### config.mk
export PLATFORM = sky130hd
export DESIGN_NAME = acr_ctrl
export DESIGN_NICKNAME = d
export VERILOG_FILES = /design/src/rtl/acr_pkg.sv /design/src/rtl/acr_ctrl.sv
export VERILOG_INCLUDE_DIRS = /design/src /design/src/rtl
export SDC_FILE = /design/constraint.sdc
export NUM_CORES = 1
export LEC_CHECK = 0
export ABC_AREA = 1
export BUFFER_PORTS_ARGS = -buffer_cell sky130_fd_sc_hd__buf_2
export CORE_UTILIZATION = 45
export DETAILED_ROUTE_END_ITERATION = 8
export GPL_TIMING_DRIVEN = 0
export PLACE_DENSITY = 0.74
export REMOVE_ABC_BUFFERS = 1
export SYNTH_ARGS = -nofsm -noshare
export SYNTH_HDL_FRONTEND = slang
export SYNTH_SLANG_ARGS = --single-unit
### constraint.sdc
create_clock -name clk_i -period 2.8 [get_ports clk_i]
set_clock_uncertainty 0.1 [all_clocks]
set_input_delay 0.28 -clock clk_i [delete_from_list [all_inputs] [get_ports clk_i]]
set_output_delay 0.28 -clock clk_i [all_outputs]
set_load 0.01 [all_outputs]
### src/rtl/acr_defs.svh
// acr_defs.svh: offsets, field positions and reset values of the converter control block
// assumes: included by bare name from the design file
`ifndef ACR_DEFS_SVH
`define ACR_DEFS_SVH
// ----------------------------------------
// register offsets
// ----------------------------------------
`define ACR_OFS_STATUS 8'h00
`define ACR_OFS_CTRL1 8'h04
// ----------------------------------------
// control register one fields
// ----------------------------------------
`define ACR_BIT_REG_WDOG 23
`define ACR_BIT_INJ_WDOG 22
`define ACR_DISC_HI 15
`define ACR_DISC_LO 13
`define ACR_BIT_INJ_DISC 12
`define ACR_BIT_REG_DISC 11
`define ACR_BIT_AUTO 10
`define ACR_BIT_SINGLE 9
`define ACR_BIT_SCAN 8
`define ACR_BIT_INJ_IE 7
`define ACR_BIT_WDOG_IE 6
`define ACR_BIT_DONE_IE 5
`define ACR_CH_HI 4
`define ACR_CH_LO 0
`define ACR_CTRL1_MASK 32'h00c0ffff
`define ACR_CTRL1_RESET 32'h00000000
// ----------------------------------------
// status register fields and watchdog high threshold reset value
// ----------------------------------------
`define ACR_BIT_INJ_DONE 2
`define ACR_BIT_DONE 1
`define ACR_BIT_WDOG_EVT 0
`define ACR_WDOG_HIGH_RESET 10'h3ff
`endif

### src/rtl/acr_pkg.sv
// acr_pkg.sv: types of the converter control block
// assumes: nothing; acr_defs.svh is not included here
package acr_pkg;
  // ----------------------------------------
  // configuration carried to the sequencer
  // ----------------------------------------
  typedef struct packed {
    logic regular_watchdog_enable;
    logic injected_watchdog_enable;
    logic [2:0] discontinuous_channel_count;
    logic injected_discontinuous_enable;
    logic regular_discontinuous_enable;
    logic auto_injected_after_regular;
    logic watchdog_single_channel;
    logic scan_enable;
    logic injected_done_irq_enable;
    logic watchdog_irq_enable;
    logic conversion_done_irq_enable;
    logic [4:0] watchdog_channel_select;
  } acr_cfg_t;
  // ----------------------------------------
  // one finished channel conversion
  // ----------------------------------------
  typedef struct packed {
    logic valid;
    logic injected;
    logic [4:0] channel;
    logic [9:0] data;
  } acr_conv_t;
endpackage : acr_pkg

### src/rtl/acr_ctrl.sv
// acr_ctrl.sv: control register one of the converter, status flags, watchdog and irq
// assumes: converter core on the same clock; software on the plain register port
// Summary of operation
// - bit 23 enables the watchdog on regular-group conversions.
// - bit 22 enables the watchdog on injected-group conversions.
// - bits 15:13 give regular channels per trigger in discontinuous mode, value plus one.
// - bit 12 puts the injected group into discontinuous mode.
// - bit 11 puts the regular group into discontinuous mode.
// - bit 10 starts the injected group automatically after the regular group ends.
// - bit 9 limits the watchdog to the selected channel, else all channels.
// - bit 8 enables scan mode over all sequenced channels.
// - bit 7 raises an irq while the injected-done flag is set.
// - bit 6 raises an irq while the watchdog flag is set.
// - a watchdog irq during a scan aborts the rest of that scan.
// - bit 5 raises an irq while the conversion-done flag is set.
// - bits 4:0 select the watched channel, 0 to 31.
// - hardware sets the done flag at the end of a regular or injected group.
// - hardware sets the watchdog flag when a value leaves the threshold window.
// - single-channel scope with both enables guards that channel in both groups.
`include "acr_defs.svh"
`timescale 1ns/1ps
`default_nettype none
module acr_ctrl #(
  parameter int ADDR_W = 8,
  parameter int DATA_W = 10
) (
  // clock and reset
  input wire logic clk_i,
  input wire logic rst_n_i,
  // register port
  input wire logic [ADDR_W-1:0] addr_i,
  input wire logic [31:0] wdata_i,
  input wire logic wr_i,
  input wire logic rd_i,
  output logic [31:0] rdata_o,
  // converter core
  input wire acr_pkg::acr_conv_t conv_i,
  input wire logic regular_end_i,
  input wire logic injected_end_i,
  input wire logic seq_busy_i,
  input wire logic scan_active_i,
  input wire logic [DATA_W-1:0] wdog_high_i,
  input wire logic [DATA_W-1:0] wdog_low_i,
  // to sequencer and interrupt controller
  output acr_pkg::acr_cfg_t cfg_o,
  output logic injected_start_o,
  output logic scan_abort_o,
  output logic [3:0] disc_channels_o,
  output logic irq_o
);
  import acr_pkg::*;

  if (ADDR_W < 8 || DATA_W < 1 || DATA_W > 10) begin : g_bad_params
    $error("acr_ctrl: unsupported parameter values");
  end

  // ----------------------------------------
  // state
  // ----------------------------------------
  acr_cfg_t shadow_reg, shadow_next;
  acr_cfg_t cfg_reg, cfg_next;
  logic done_flag_reg, done_flag_next;
  logic inj_flag_reg, inj_flag_next;
  logic wdog_flag_reg, wdog_flag_next;
  logic [31:0] rdata_reg, rdata_next;
  logic start_reg, start_next;
  logic abort_reg, abort_next;
  logic irq_reg, irq_next;
  logic [3:0] disc_reg, disc_next;
  logic wdog_hit;

  // ----------------------------------------
  // helpers
  // ----------------------------------------
  function automatic logic [31:0] pack_ctrl(input acr_cfg_t c);
    logic [31:0] w;
    w = 32'h00000000;
    w[`ACR_BIT_REG_WDOG] = c.regular_watchdog_enable;
    w[`ACR_BIT_INJ_WDOG] = c.injected_watchdog_enable;
    w[`ACR_DISC_HI:`ACR_DISC_LO] = c.discontinuous_channel_count;
    w[`ACR_BIT_INJ_DISC] = c.injected_discontinuous_enable;
    w[`ACR_BIT_REG_DISC] = c.regular_discontinuous_enable;
    w[`ACR_BIT_AUTO] = c.auto_injected_after_regular;
    w[`ACR_BIT_SINGLE] = c.watchdog_single_channel;
    w[`ACR_BIT_SCAN] = c.scan_enable;
    w[`ACR_BIT_INJ_IE] = c.injected_done_irq_enable;
    w[`ACR_BIT_WDOG_IE] = c.watchdog_irq_enable;
    w[`ACR_BIT_DONE_IE] = c.conversion_done_irq_enable;
    w[`ACR_CH_HI:`ACR_CH_LO] = c.watchdog_channel_select;
    return w & `ACR_CTRL1_MASK;
  endfunction : pack_ctrl

  function automatic acr_cfg_t unpack_ctrl(input logic [31:0] w);
    acr_cfg_t c;
    c.regular_watchdog_enable = w[`ACR_BIT_REG_WDOG];
    c.injected_watchdog_enable = w[`ACR_BIT_INJ_WDOG];
    c.discontinuous_channel_count = w[`ACR_DISC_HI:`ACR_DISC_LO];
    c.injected_discontinuous_enable = w[`ACR_BIT_INJ_DISC];
    c.regular_discontinuous_enable = w[`ACR_BIT_REG_DISC];
    c.auto_injected_after_regular = w[`ACR_BIT_AUTO];
    c.watchdog_single_channel = w[`ACR_BIT_SINGLE];
    c.scan_enable = w[`ACR_BIT_SCAN];
    c.injected_done_irq_enable = w[`ACR_BIT_INJ_IE];
    c.watchdog_irq_enable = w[`ACR_BIT_WDOG_IE];
    c.conversion_done_irq_enable = w[`ACR_BIT_DONE_IE];
    c.watchdog_channel_select = w[`ACR_CH_HI:`ACR_CH_LO];
    return c;
  endfunction : unpack_ctrl

  function automatic logic is_addr(input logic [ADDR_W-1:0] a, input logic [7:0] ofs);
    return (a == ADDR_W'(ofs));
  endfunction : is_addr

  // ----------------------------------------
  // watchdog compare on the active settings
  // ----------------------------------------
  always_comb begin
    wdog_hit = 1'b0;
    if (conv_i.valid &&
        ((conv_i.injected && cfg_reg.injected_watchdog_enable) ||
         (!conv_i.injected && cfg_reg.regular_watchdog_enable)) &&
        (!cfg_reg.watchdog_single_channel ||
         conv_i.channel == cfg_reg.watchdog_channel_select) &&
        ((conv_i.data[DATA_W-1:0] > wdog_high_i) ||
         (conv_i.data[DATA_W-1:0] < wdog_low_i))) begin
      wdog_hit = 1'b1;
    end
  end

  // ----------------------------------------
  // next state
  // ----------------------------------------
  always_comb begin
    shadow_next = shadow_reg;
    cfg_next = cfg_reg;
    done_flag_next = done_flag_reg;
    inj_flag_next = inj_flag_reg;
    wdog_flag_next = wdog_flag_reg;
    rdata_next = 32'h00000000;
    start_next = 1'b0;
    abort_next = 1'b0;
    // register writes
    if (wr_i) begin
      if (is_addr(addr_i, `ACR_OFS_CTRL1)) begin
        shadow_next = unpack_ctrl(wdata_i);
      end else if (is_addr(addr_i, `ACR_OFS_STATUS)) begin
        if (!wdata_i[`ACR_BIT_DONE]) begin
          done_flag_next = 1'b0;
        end
        if (!wdata_i[`ACR_BIT_INJ_DONE]) begin
          inj_flag_next = 1'b0;
        end
        if (!wdata_i[`ACR_BIT_WDOG_EVT]) begin
          wdog_flag_next = 1'b0;
        end
      end
    end
    // register reads, data stand one cycle later
    if (rd_i) begin
      if (is_addr(addr_i, `ACR_OFS_CTRL1)) begin
        rdata_next = pack_ctrl(shadow_reg);
      end else if (is_addr(addr_i, `ACR_OFS_STATUS)) begin
        rdata_next[`ACR_BIT_DONE] = done_flag_reg;
        rdata_next[`ACR_BIT_INJ_DONE] = inj_flag_reg;
        rdata_next[`ACR_BIT_WDOG_EVT] = wdog_flag_reg;
      end
    end
    // hardware sets win over software clears
    if (regular_end_i || injected_end_i) begin
      done_flag_next = 1'b1;
    end
    if (injected_end_i) begin
      inj_flag_next = 1'b1;
    end
    if (wdog_hit) begin
      wdog_flag_next = 1'b1;
    end
    // settings move to the sequencer only between sequences
    if (!seq_busy_i) begin
      cfg_next = shadow_reg;
    end
    // automatic injected group, assumes injected external trigger is off
    if (regular_end_i && cfg_reg.auto_injected_after_regular) begin
      start_next = 1'b1;
    end
    // watchdog irq ends a running scan
    if (wdog_hit && cfg_reg.watchdog_irq_enable && cfg_reg.scan_enable && scan_active_i) begin
      abort_next = 1'b1;
    end
    disc_next = {1'b0, cfg_reg.discontinuous_channel_count} + 4'h1;
    irq_next = (done_flag_next && shadow_reg.conversion_done_irq_enable) ||
               (inj_flag_next && shadow_reg.injected_done_irq_enable) ||
               (wdog_flag_next && shadow_reg.watchdog_irq_enable);
  end

  // ----------------------------------------
  // registers
  // ----------------------------------------
  always_ff @(posedge clk_i or negedge rst_n_i) begin
    if (!rst_n_i) begin
      shadow_reg <= '0;
      cfg_reg <= '0;
      done_flag_reg <= 1'b0;
      inj_flag_reg <= 1'b0;
      wdog_flag_reg <= 1'b0;
      rdata_reg <= 32'h00000000;
      start_reg <= 1'b0;
      abort_reg <= 1'b0;
      irq_reg <= 1'b0;
      disc_reg <= 4'h1;
    end else begin
      shadow_reg <= shadow_next;
      cfg_reg <= cfg_next;
      done_flag_reg <= done_flag_next;
      inj_flag_reg <= inj_flag_next;
      wdog_flag_reg <= wdog_flag_next;
      rdata_reg <= rdata_next;
      start_reg <= start_next;
      abort_reg <= abort_next;
      irq_reg <= irq_next;
      disc_reg <= disc_next;
    end
  end

  // ----------------------------------------
  // outputs
  // ----------------------------------------
  assign rdata_o = rdata_reg;
  assign cfg_o = cfg_reg;
  assign injected_start_o = start_reg;
  assign scan_abort_o = abort_reg;
  assign disc_channels_o = disc_reg;
  assign irq_o = irq_reg;
endmodule : acr_ctrl
`default_nettype wire

Yosys cells after proc, flatten, opt, wreduce, memory -nomap -nowiden
Index checks and enable logic that the tools add are counted.
{ "totals": {"ram_bits": 0, "in_bits": 85, "romBits": 0, "elab_cells": 81, "regBits": 78, "latch_bits": 0, "memories": 0} }
{ "classes": {"shift": 0, "n_eq_ne": 2, "div_mod_pow": 0, "order_cmp": 2, "muxes": 22, "bitwise": 0, "mul": 0, "add_sub_neg": 1, "reduce_logical": 22} }
{ "op_table": {"columns": ["op", "n"], "rows": [
  ["$mux W24", 1],
  ["$mux W21", 1],
  ["$mux W1", 18],
  ["$logic_and A1 B1 Y1", 12],
  ["$gt A10 B10 Y1", 1],
  ["$lt A10 B10 Y1", 1],
  ["$eq A8 B3 Y1 const B", 1],
  ["$logic_not A8 Y1", 1],
  ["$logic_or A1 B1 Y1", 6],
  ["$mux W3", 2],
  ["$eq A5 B5 Y1", 1],
  ["$add A3 B1 Y4 const B", 1],
  ["$logic_not A1 Y1", 2],
  ["$reduce_and A2 Y1", 1]
]} }

Depth between registers and ports, before layout
Gate-level depths: netlist of run 1.
{ "depth": {"ltp_word": 11, "mapped_depth": 14, "mapped_depth_nobuf": 14} }

Worst setup path after synthesis of run 1
Ideal clock, no wire load.
{ "synth_timing": {"path_kind": "input -> register", "start": "in wdog_high_i[9]", "end": "reg irq_reg (netlist: irq_o)", "path_stages": 11, "n_path_buf": 0, "t_required_ns": 2.584, "t_arrival_ns": 1.198, "slack_ns": 1.386, "path_cell_list": "inv_1 ha_1 a21o_1 nor2_1 nand3_1 nand2_1 nand2_1 nand2_1 nand2_1 nand2_1 nand2_1"} }
{ "synth_between": {"elab_chain_len": 7} }
{ "synth_rtl": {"columns": ["item", "line_no", "source"], "rows": [
  ["start, declared", "acr_ctrl.sv:42", "input wire logic [DATA_W-1:0] wdog_high_i,"],
  ["$gt A10 B10 Y1", "acr_ctrl.sv:124", "((conv_i.data[DATA_W-1:0] > wdog_high_i) ||"],
  ["$logic_or A1 B1 Y1", "acr_ctrl.sv:124", null],
  ["$logic_and A1 B1 Y1", "acr_ctrl.sv:123", "conv_i.channel == cfg_reg.watchdog_channel_select) &&"],
  ["$mux W1", "acr_ctrl.sv:119", "if (conv_i.valid &&"],
  ["$mux W1", "acr_ctrl.sv:175", "if (wdog_hit) begin"],
  ["via wdog_flag_next", "acr_ctrl.sv:64", "logic wdog_flag_reg, wdog_flag_next;"],
  ["$logic_and A1 B1 Y1", "acr_ctrl.sv:193", "(wdog_flag_next && shadow_reg.watchdog_irq_enable);"],
  ["$logic_or A1 B1 Y1", "acr_ctrl.sv:192", "(inj_flag_next && shadow_reg.injected_done_irq_enable) ||"],
  ["via irq_next", "acr_ctrl.sv:68", "logic irq_reg, irq_next;"],
  ["end signal, assigned", "acr_ctrl.sv:220", "irq_reg <= irq_next;"],
  ["end, declared", "acr_ctrl.sv:68", null]
]} }
The timed path passes the listed nets, and every way through them passes these cells.
A chain may end at the register's enable or synchronous reset.

Final worst setup path of run 1
{ "layout_timing": {"start": "in addr_i[7]", "end": "reg rdata_reg[2] (netlist: rdata_o[2])"} }
{ "layout_between": {"elab_chain_len": 4, "elab_cells_between_ends": 5, "cone_classes": "eq/ne (1); mux (3); reduce/logical (1)"} }
{ "layout_rtl": {"columns": ["item", "line_no", "source"], "rows": [
  ["start, declared", "acr_ctrl.sv:31", "input wire logic [ADDR_W-1:0] addr_i,"],
  ["$logic_not A8 Y1", "acr_ctrl.sv:111", "return (a == ADDR_W'(ofs));"],
  ["$mux W3", "acr_ctrl.sv:162", "end else if (is_addr(addr_i, `ACR_OFS_STATUS)) begin"],
  ["$mux W3 (*)", "acr_ctrl.sv:160", "if (is_addr(addr_i, `ACR_OFS_CTRL1)) begin"],
  ["$mux W24 (*)", "acr_ctrl.sv:159", "if (rd_i) begin"],
  ["via rdata_next[2]", "acr_ctrl.sv:65", "logic [31:0] rdata_reg, rdata_next;"],
  ["end signal, assigned", "acr_ctrl.sv:217", "rdata_reg <= rdata_next;"],
  ["end, declared", "acr_ctrl.sv:65", null]
]} }
Mark *: on every way through the listed nets, which the timed path passes. The rest lies on a longest branch.

==> summary.md, run 1 <==
| Metric | Value |
|---|---|
| Status | finished with violations |
| Failing checks | design-rule violations |
| Fin crit period | 1390 ps |
| Routed wire length | 6190 um |
| Final Max Slew Viols | 0 |
| Drt first pass iters | 6 |
| Arr. time, crit path | 1510 ps |
| Largest net degree at the start of global routing | 65 |
| Core area | 0.00649 sq mm |
| Vias in the first global route | 2438 |
| PnR worst setup slack | 1410 ps |
| Most instantiated cells after synthesis | 69 x nand2_1, 63 x dfrtp_1, 60 x inv_1 |
| GR Overflow Total | 0 |
| Area fraction of the dominant cell type after synthesis | 51.1% |
| Synth Flop Type | dfrtp_1 |
| Yosys reg bits | 64 |
| Post-Syn Area | 0.00309 sq mm |
| Internal | 1.57 mW |
| Setup tns final | 0 ps |
| Slew headroom | 48.0% |
| Leak | 2.32 nW |
| Synthesis-to-finish area growth | 24.7% |
| CP endpoint kind | flip-flop |
| Setup violators final | 0 |
| # rows | 29 |
| FILL cells | 599 |
| Final period utilization | 49.7% |
| Data required, critical path | 2920 ps |
| DRC errors left | 13 |
| GR Util All Layers | 18.4% |
| Die X | 84.8 um |
| Fmax | 0.718 GHz |
| Clk pin slew, worst setup/hold paths | 70 ps |
| RD Place Congestion | 0.785 |
| Post-CTS setup buffer count | 0 |
| CP peak stage delay | 450 ps |
| Die footprint | 0.00719 sq mm |
| Antenna diode count | 0 |
| Mean post-synth cell area | 8.62 sq um |
| Most frequent cell on the critical path | nor2_1 |
| Antenna violations before repair | 0 |
| Part of the Yosys area used for sequential elements | 51.9% |
| Hold Fails Final Rpt | 0 |
| Startpoint Class | input port |
| NetSw | 485 uW |
| Slowest cell on crit path | nand4_2 |
| # port buffers | 113 |
| Vias per inst | 4.61 |
| Wirelength per Cell | 11.1 um |
| Io pins | 142 |
| Synth area leader | dfrtp_1 |
| Iter 0 DRT Violations | 103 |
| Largest cells by area after synthesis | dfrtp_1 51%, nand2_1 8.4%, ha_1 8.1%, inv_1 7.3%, nor2_1 6.2% |
| First-pass GRT wire length | 10400 um |
| CP cell instances | buf_2, nor2_1, nand2_2, nor2_1, nand4_2, o21ai_0 |
| Layout cells sized above 1 | 27.6% |
| Worst hold path class | in -> reg |
| Total CTS buffers | 9 |
| Async SR Flop Fraction | 100% |
| Peak VDD IR | 0.464 mV |
| Clock Tree Root | clkbuf_8 |
| Via count | 2564 |
| CP delay by family, top | simple AND/OR/NAND/NOR gates |
| H-tree lvl count | 3 |
| Flop pwr share | 47.9% |
| Dpl hpwl | 4620 um |
| EDFF count, synth | 0 |
| Pre-CTS WS | 1030 ps |
| P per Cell Area | 534 mW/mm^2 |
| Combinational power share | 12.4% |
| Sink Count | 64 |
| Critical path class | in -> reg |
| Final ANT Viol Nets | 0 |
| CTS tree | done |
| Worst skew pair latency | 320 ps |
| CTS max path bufs | 2 |
| Initial core utilization | 47.5% |
| Net Sw Frac | 23.6% |
| Synth Instances | 358 |
| MaxCap Viol Count | 0 |
| Worst slew pin tran | 780 ps |
| Most common cell in the netlist | nand2_1 |
| WP buf/inv | 1 |
| CP max FO | 18 |
| Fin nets | 579 |
| Die Ht | 84.8 um |
| RSZ-0062 raised after global routing | false |
| Ys Warns | 0 |
| Cell variety after synth | 24 |
| Clk network pwr share | 39.7% |
[cell families after synthesis]
group | after synthesis | synth area share (%)
fa+ha+maj | 20 | 8.11
buf+inv | 82 | 12.6
other cells | 1 | 0.121
xor+xnor | 2 | 0.568
simple gates | 140 | 18.4
compound gates | 49 | 8.19
flops | 64 | 51.9
[metrics by stage]
step	area (sq um)	std cells	util, %	total power [mW]	hold slack [ps]
floorplan	2970	349	-	1.13	-116
global route	3850	556	59.3	2.16	79.0
detailed placement	3630	539	55.9	1.26	355
global placement	3630	539	55.9	1.25	340
CTS	3840	555	59.1	2.09	49.5
finish	3850	556	59.3	2.06	68.0
[cell type report]
cell class / instances / area, sq um / share of cell area, %
clock buffers: 12 / 135 / 3.51
clock inverters: 4 / 70.1 / 1.82
inverters: 60 / 225 / 5.85
multi-input cells: 225 / 1140 / 29.7
flip-flops and latches: 64 / 1600 / 41.6
well taps: 77 / 96.3 / 2.50
repair buffers: 114 / 578 / 15.0
[cell usage in the layout, fill, tap and decap left out]
cell type / count
buf_2: 112
nand2_1: 69
dfrtp_1: 63
inv_1: 60
nor2_1: 51
a21oi_1: 23
o21ai_0: 22
ha_1: 20
conb_1: 14
nand3_1: 12
clkbuf_8: 9
clkbuf_1: 3
nand2_2: 2
o21a_1: 2
nor3_1: 2
bufinv_16: 2
clkinv_2: 2
xor2_1: 1
nor2_4: 1
nand4_2: 1
a21o_1: 1
nand4_1: 1
xnor2_1: 1
nor2_2: 1
o21ai_1: 1
dfstp_2: 1
dlygate4sd3_1: 1
buf_4: 1
[path summary, 6_finish.rpt]
kind / from / to / slack (ps) / depth (start not counted)
setup / recovery: addr_i[7] / rdata_o[2] / 1410 / 6
hold / removal: regular_end_i / injected_start_o / 70 / 3
setup reg to reg: cfg_o[1] / irq_o / 1470 / 9
hold reg to reg: cfg_o[13] / disc_channels_o[0] / 360 / 1
max in group asynchronous: rst_n_i / wdog_flag_reg / 1600 / 2
min in group asynchronous: rst_n_i / cfg_o[14] / 480 / 2
[power groups by stage]
stage               Clock [mW]  Sequential [mW]  Combinational (mW)
floorplan                    0             1.01               0.114
global placement             0             1.00               0.248
detailed placement           0             1.00               0.257
CTS                      0.844            0.985               0.258
global route             0.879            0.989               0.296
finish                   0.816            0.984               0.255
[worst register-to-register path, stage by stage, from the launching register on]
cell and delay (ps):
dfrtp_1 400, nor2_1 110, nor2_1 60, nor2_1 110, nand3_1 70, a21oi_1 130, nand2_1 110, nand2_1 90
nand2_1 50, nand2_1 50
[routing by layer]
layer,track usage [%],up-vias,routed length [um]
li1,-,1308,-
met1,21.4,1159,2570
met2,31.9,88,3020
met3,6.23,9,518
met4,6.78,0,79
met5,0,-,0
[timing repair]
action | in CTS | in global routing
hold buffers | 0 | 1
endpoints found under the hold margin | 0 | 7
gates resized for setup | 0 | 0
No activity file was read; power rests on OpenSTA's default activity.
==> inputs of run 2 (changes only) <==
--- a/config.mk
+++ b/config.mk
@@ -8,10 +8,10 @@
 export LEC_CHECK = 0
 export ABC_AREA = 1
 export BUFFER_PORTS_ARGS = -buffer_cell sky130_fd_sc_hd__buf_2
-export CORE_UTILIZATION = 45
+export CORE_UTILIZATION = 42
 export DETAILED_ROUTE_END_ITERATION = 8
 export GPL_TIMING_DRIVEN = 0
-export PLACE_DENSITY = 0.74
+export PLACE_DENSITY = 0.73
 export REMOVE_ABC_BUFFERS = 1
 export SYNTH_ARGS = -nofsm -noshare
 export SYNTH_HDL_FRONTEND = slang
==> constraint.sdc (replaced) <==
create_clock -name clk_i -period 1.2 [get_ports clk_i]
set_clock_uncertainty 0.1 [all_clocks]
set_input_delay 0.12 -clock clk_i [delete_from_list [all_inputs] [get_ports clk_i]]
set_output_delay 0.12 -clock clk_i [all_outputs]
set_load 0.01 [all_outputs]
==> summary.md, run 2 (synthesized netlist as in run 1, its figures left out) <==
| Metric | Value |
|---|---|
| Final period utilization | 112% |
| Layout cells sized above 1 | 28.4% (was 27.6%) |
| WP buf/inv | 0 (was 1) |
| Status | finished with violations (unchanged) |
| Die X | 87.7 um (was 84.8 um) |
| Antenna violations before repair | 0 (unchanged) |
| Io pins | 142 (unchanged) |
| CP delay by family, top | simple AND/OR/NAND/NOR gates (unchanged) |
| DRC errors left | 0 (was 13) |
| CTS max path bufs | 2 (unchanged) |
| Worst skew pair latency | 340 ps (was 320 ps) |
| Final Max Slew Viols | 0 (unchanged) |
| GR Overflow Total | 0 (unchanged) |
| CTS tree | done (unchanged) |
| Hold WS | 19.8 ps (was 68.0 ps) |
| Core area | 0.00694 sq mm (was 0.00649 sq mm) |
| CP cell instances | nor2_1, nor2_1, nor2_2, nand3_1, a21oi_2, nand2_2, nand2_2, nand2_1, nand2_1 (was buf_2, nor2_1, nand2_2, nor2_1, nand4_2, o21ai_0) |
| Synthesis-to-finish area growth | 36.6% (was 24.7%) |
| Reg2Reg Capture Point | irq_o (unchanged) |
| RSZ-0062 raised after global routing | true (was false) |
| Worst hold path class | in -> reg (unchanged) |
| # port buffers | 113 (unchanged) |
| # rows | 30 (was 29) |
| First-pass GRT wire length | 10900 um (was 10400 um) |
| Data required, critical path | 1370 ps (was 2920 ps) |
| Leak | 2.46 nW (was 2.32 nW) |
| Fin nets | 604 (was 579) |
| Via count | 2697 (was 2564) |
| Antenna diode count | 0 (unchanged) |
| Initial core utilization | 44.5% (was 47.5%) |
| Startpoint Class | flip-flop (was input port) |
| Vias per inst | 4.50 (was 4.61) |
| Fin crit period | 1350 ps |
| Final ANT Viol Nets | 0 (unchanged) |
| CP max FO | 3 (was 18) |
| Vias in the first global route | 2648 (was 2438) |
| Peak VDD IR | 0.965 mV (was 0.464 mV) |
| Slew headroom | 48.2% (was 48.0%) |
| Commonest non-fill, non-tap cell in the layout | buf_2 (unchanged) |
| Hold Fails Final Rpt | 0 (unchanged) |
| Slowest cell on crit path | dfrtp_1 (was nand4_2) |
| CP peak stage delay | 410 ps (was 450 ps) |
| R2r worst-path depth | 9 (unchanged) |
| CP endpoint kind | flip-flop (unchanged) |
| Setup violators final | 3 (was 0) |
| MaxCap Viol Count | 0 (unchanged) |
| Fmax | 0.741 GHz |
| Pwr Total | 5.21 mW (was 2.06 mW) |
| Arr. time, crit path | 1520 ps (was 1510 ps) |
| PnR worst setup slack | -149 ps (was 1410 ps) |
| WHS Path Cells | 5 (was 3) |
| P per Cell Area | 1240 mW/mm^2 (was 534 mW/mm^2) |
| GR Util All Layers | 18.7% (was 18.4%) |
| Most frequent cells in the layout | 109 x buf_2, 67 x nand2_1, 63 x dfrtp_1, 60 x inv_1, 50 x nor2_1 (was 112 x buf_2, 69 x nand2_1, 63 x dfrtp_1, 60 x inv_1, 51 x nor2_1) |
| FILL cells | 617 (was 599) |
| Iter 0 DRT Violations | 69 (was 103) |
| Failing checks | negative setup slack (was design-rule violations) |
| Total CTS buffers | 9 (unchanged) |
| Critical path class | reg -> reg (was in -> reg) |
| R2R setup slack | -150 ps (was 1470 ps) |
| Dpl hpwl | 4730 um (was 4620 um) |
| Worst setup path start | cfg_o[0] (was addr_i[7]) |
| Clock Tree Root | clkbuf_8 (unchanged) |
| Die footprint | 0.00770 sq mm (was 0.00719 sq mm) |
| RD Place Congestion | 0.797 (was 0.785) |
| WHS Endpoint | inj_flag_reg (was injected_start_o) |
| Routed wire length | 6760 um (was 6190 um) |
| Wirelength per Cell | 11.3 um (was 11.1 um) |
| Hold_sp | wdata_i[2] (was regular_end_i) |
| Die Ht | 87.7 um (was 84.8 um) |
| Sink Count | 64 (unchanged) |
| Largest net degree at the start of global routing | 65 (unchanged) |
| Clk pin slew, worst setup/hold paths | 70 ps (about the same) |
| RR Startpoint | cfg_o[0] (was cfg_o[1]) |
| H-tree lvl count | 3 (unchanged) |
| Drt first pass iters | 4 (was 6) |
| Worst slew pin tran | 778 ps (was 780 ps) |
==> run 2: cell types whose count changed in the layout (fill, tap and decap cells not counted), sizes merged, moves of 2 or more <==
cell         change
buf              +4
clkbuf           -3
clkinvlp         +2
dlygate4sd3     +21
==> run 2: power by group <==
| part | leakage, nW | switching (mW) | internal (mW) | total, mW |
|---|---|---|---|---|
| Sequential | 0.724 | 0.0486 | 2.25 | 2.30 |
| Combinational | 1.62 | 0.367 | 0.311 | 0.679 |
| Clock | 0.116 | 0.854 | 1.38 | 2.24 |
| Total | 2.46 | 1.27 | 3.94 | 5.21 |
==> run 2: tightest hold or removal path, delay by kind of cell <==
family	cells	cell delay, ps
and+or+nand+nor	4	210
buffers and inverters	1	80
==> run 2: worst max path at each step <==
| stage | cells past startpoint | to | slack (ps) |
|---|---|---|---|
| 3_5_place_dp | 6 | rdata_o[1] | -480 |
| 3_3_place_gp | 6 | rdata_o[2] | -390 |
| 5_1_grt | 10 | irq_o | -280 |
| 6_report | 9 | irq_o | -150 |
| 4_1_cts | 9 | irq_o | -220 |
| 2_1_floorplan | 11 | irq_o | -50 |
==> run 2: what timing repair did <==
| action | CTS | global route |
|---|---|---|
| pin swaps | 3 | 3 |
| hold buffers | 21 | 1 |
| gates cloned | 0 | 0 |
| setup endpoints to repair | 7 | 9 |
| buffers inserted | 2 | 2 |
| hold endpoints to repair | 22 | 63 |
| resized for setup | 7 | 4 |
==> run 2: area by class of cell <==
type	instances	area [sq um]	area share, %
sequential	64	1600	38.0
multi-input combinational	225	1170	27.7
timing repair buffer	139	857	20.3
inverter	60	225	5.34
clock buffer	9	124	2.94
tap	96	120	2.85
clock inverter	7	119	2.82
==> run 2: layer usage <==
layer	vias to the layer above	GRT usage [%]	part of all wire, %
met4	0	6.26	0.89
met3	7	5.94	6.2
li1	1359	-	-
met2	92	35.3	52
met1	1239	19.4	41
met5	-	0	0
==> run 2: metrics by stage <==
| step | util [%] | setup slack [ps] | setup TNS (ps) | std cells | instance area, sq um |
|---|---|---|---|---|---|
| finish | 60.7 | -149 | -276 | 600 | 4220 |
| global route | 60.7 | -278 | -736 | 600 | 4220 |
| CTS | 59.9 | -219 | -515 | 597 | 4160 |
| detailed placement | 52.6 | -477 | -31930 | 558 | 3660 |
| floorplan | - | -54.3 | -54.3 | 349 | 2970 |
| global placement | 52.6 | -394 | -27000 | 558 | 3660 |
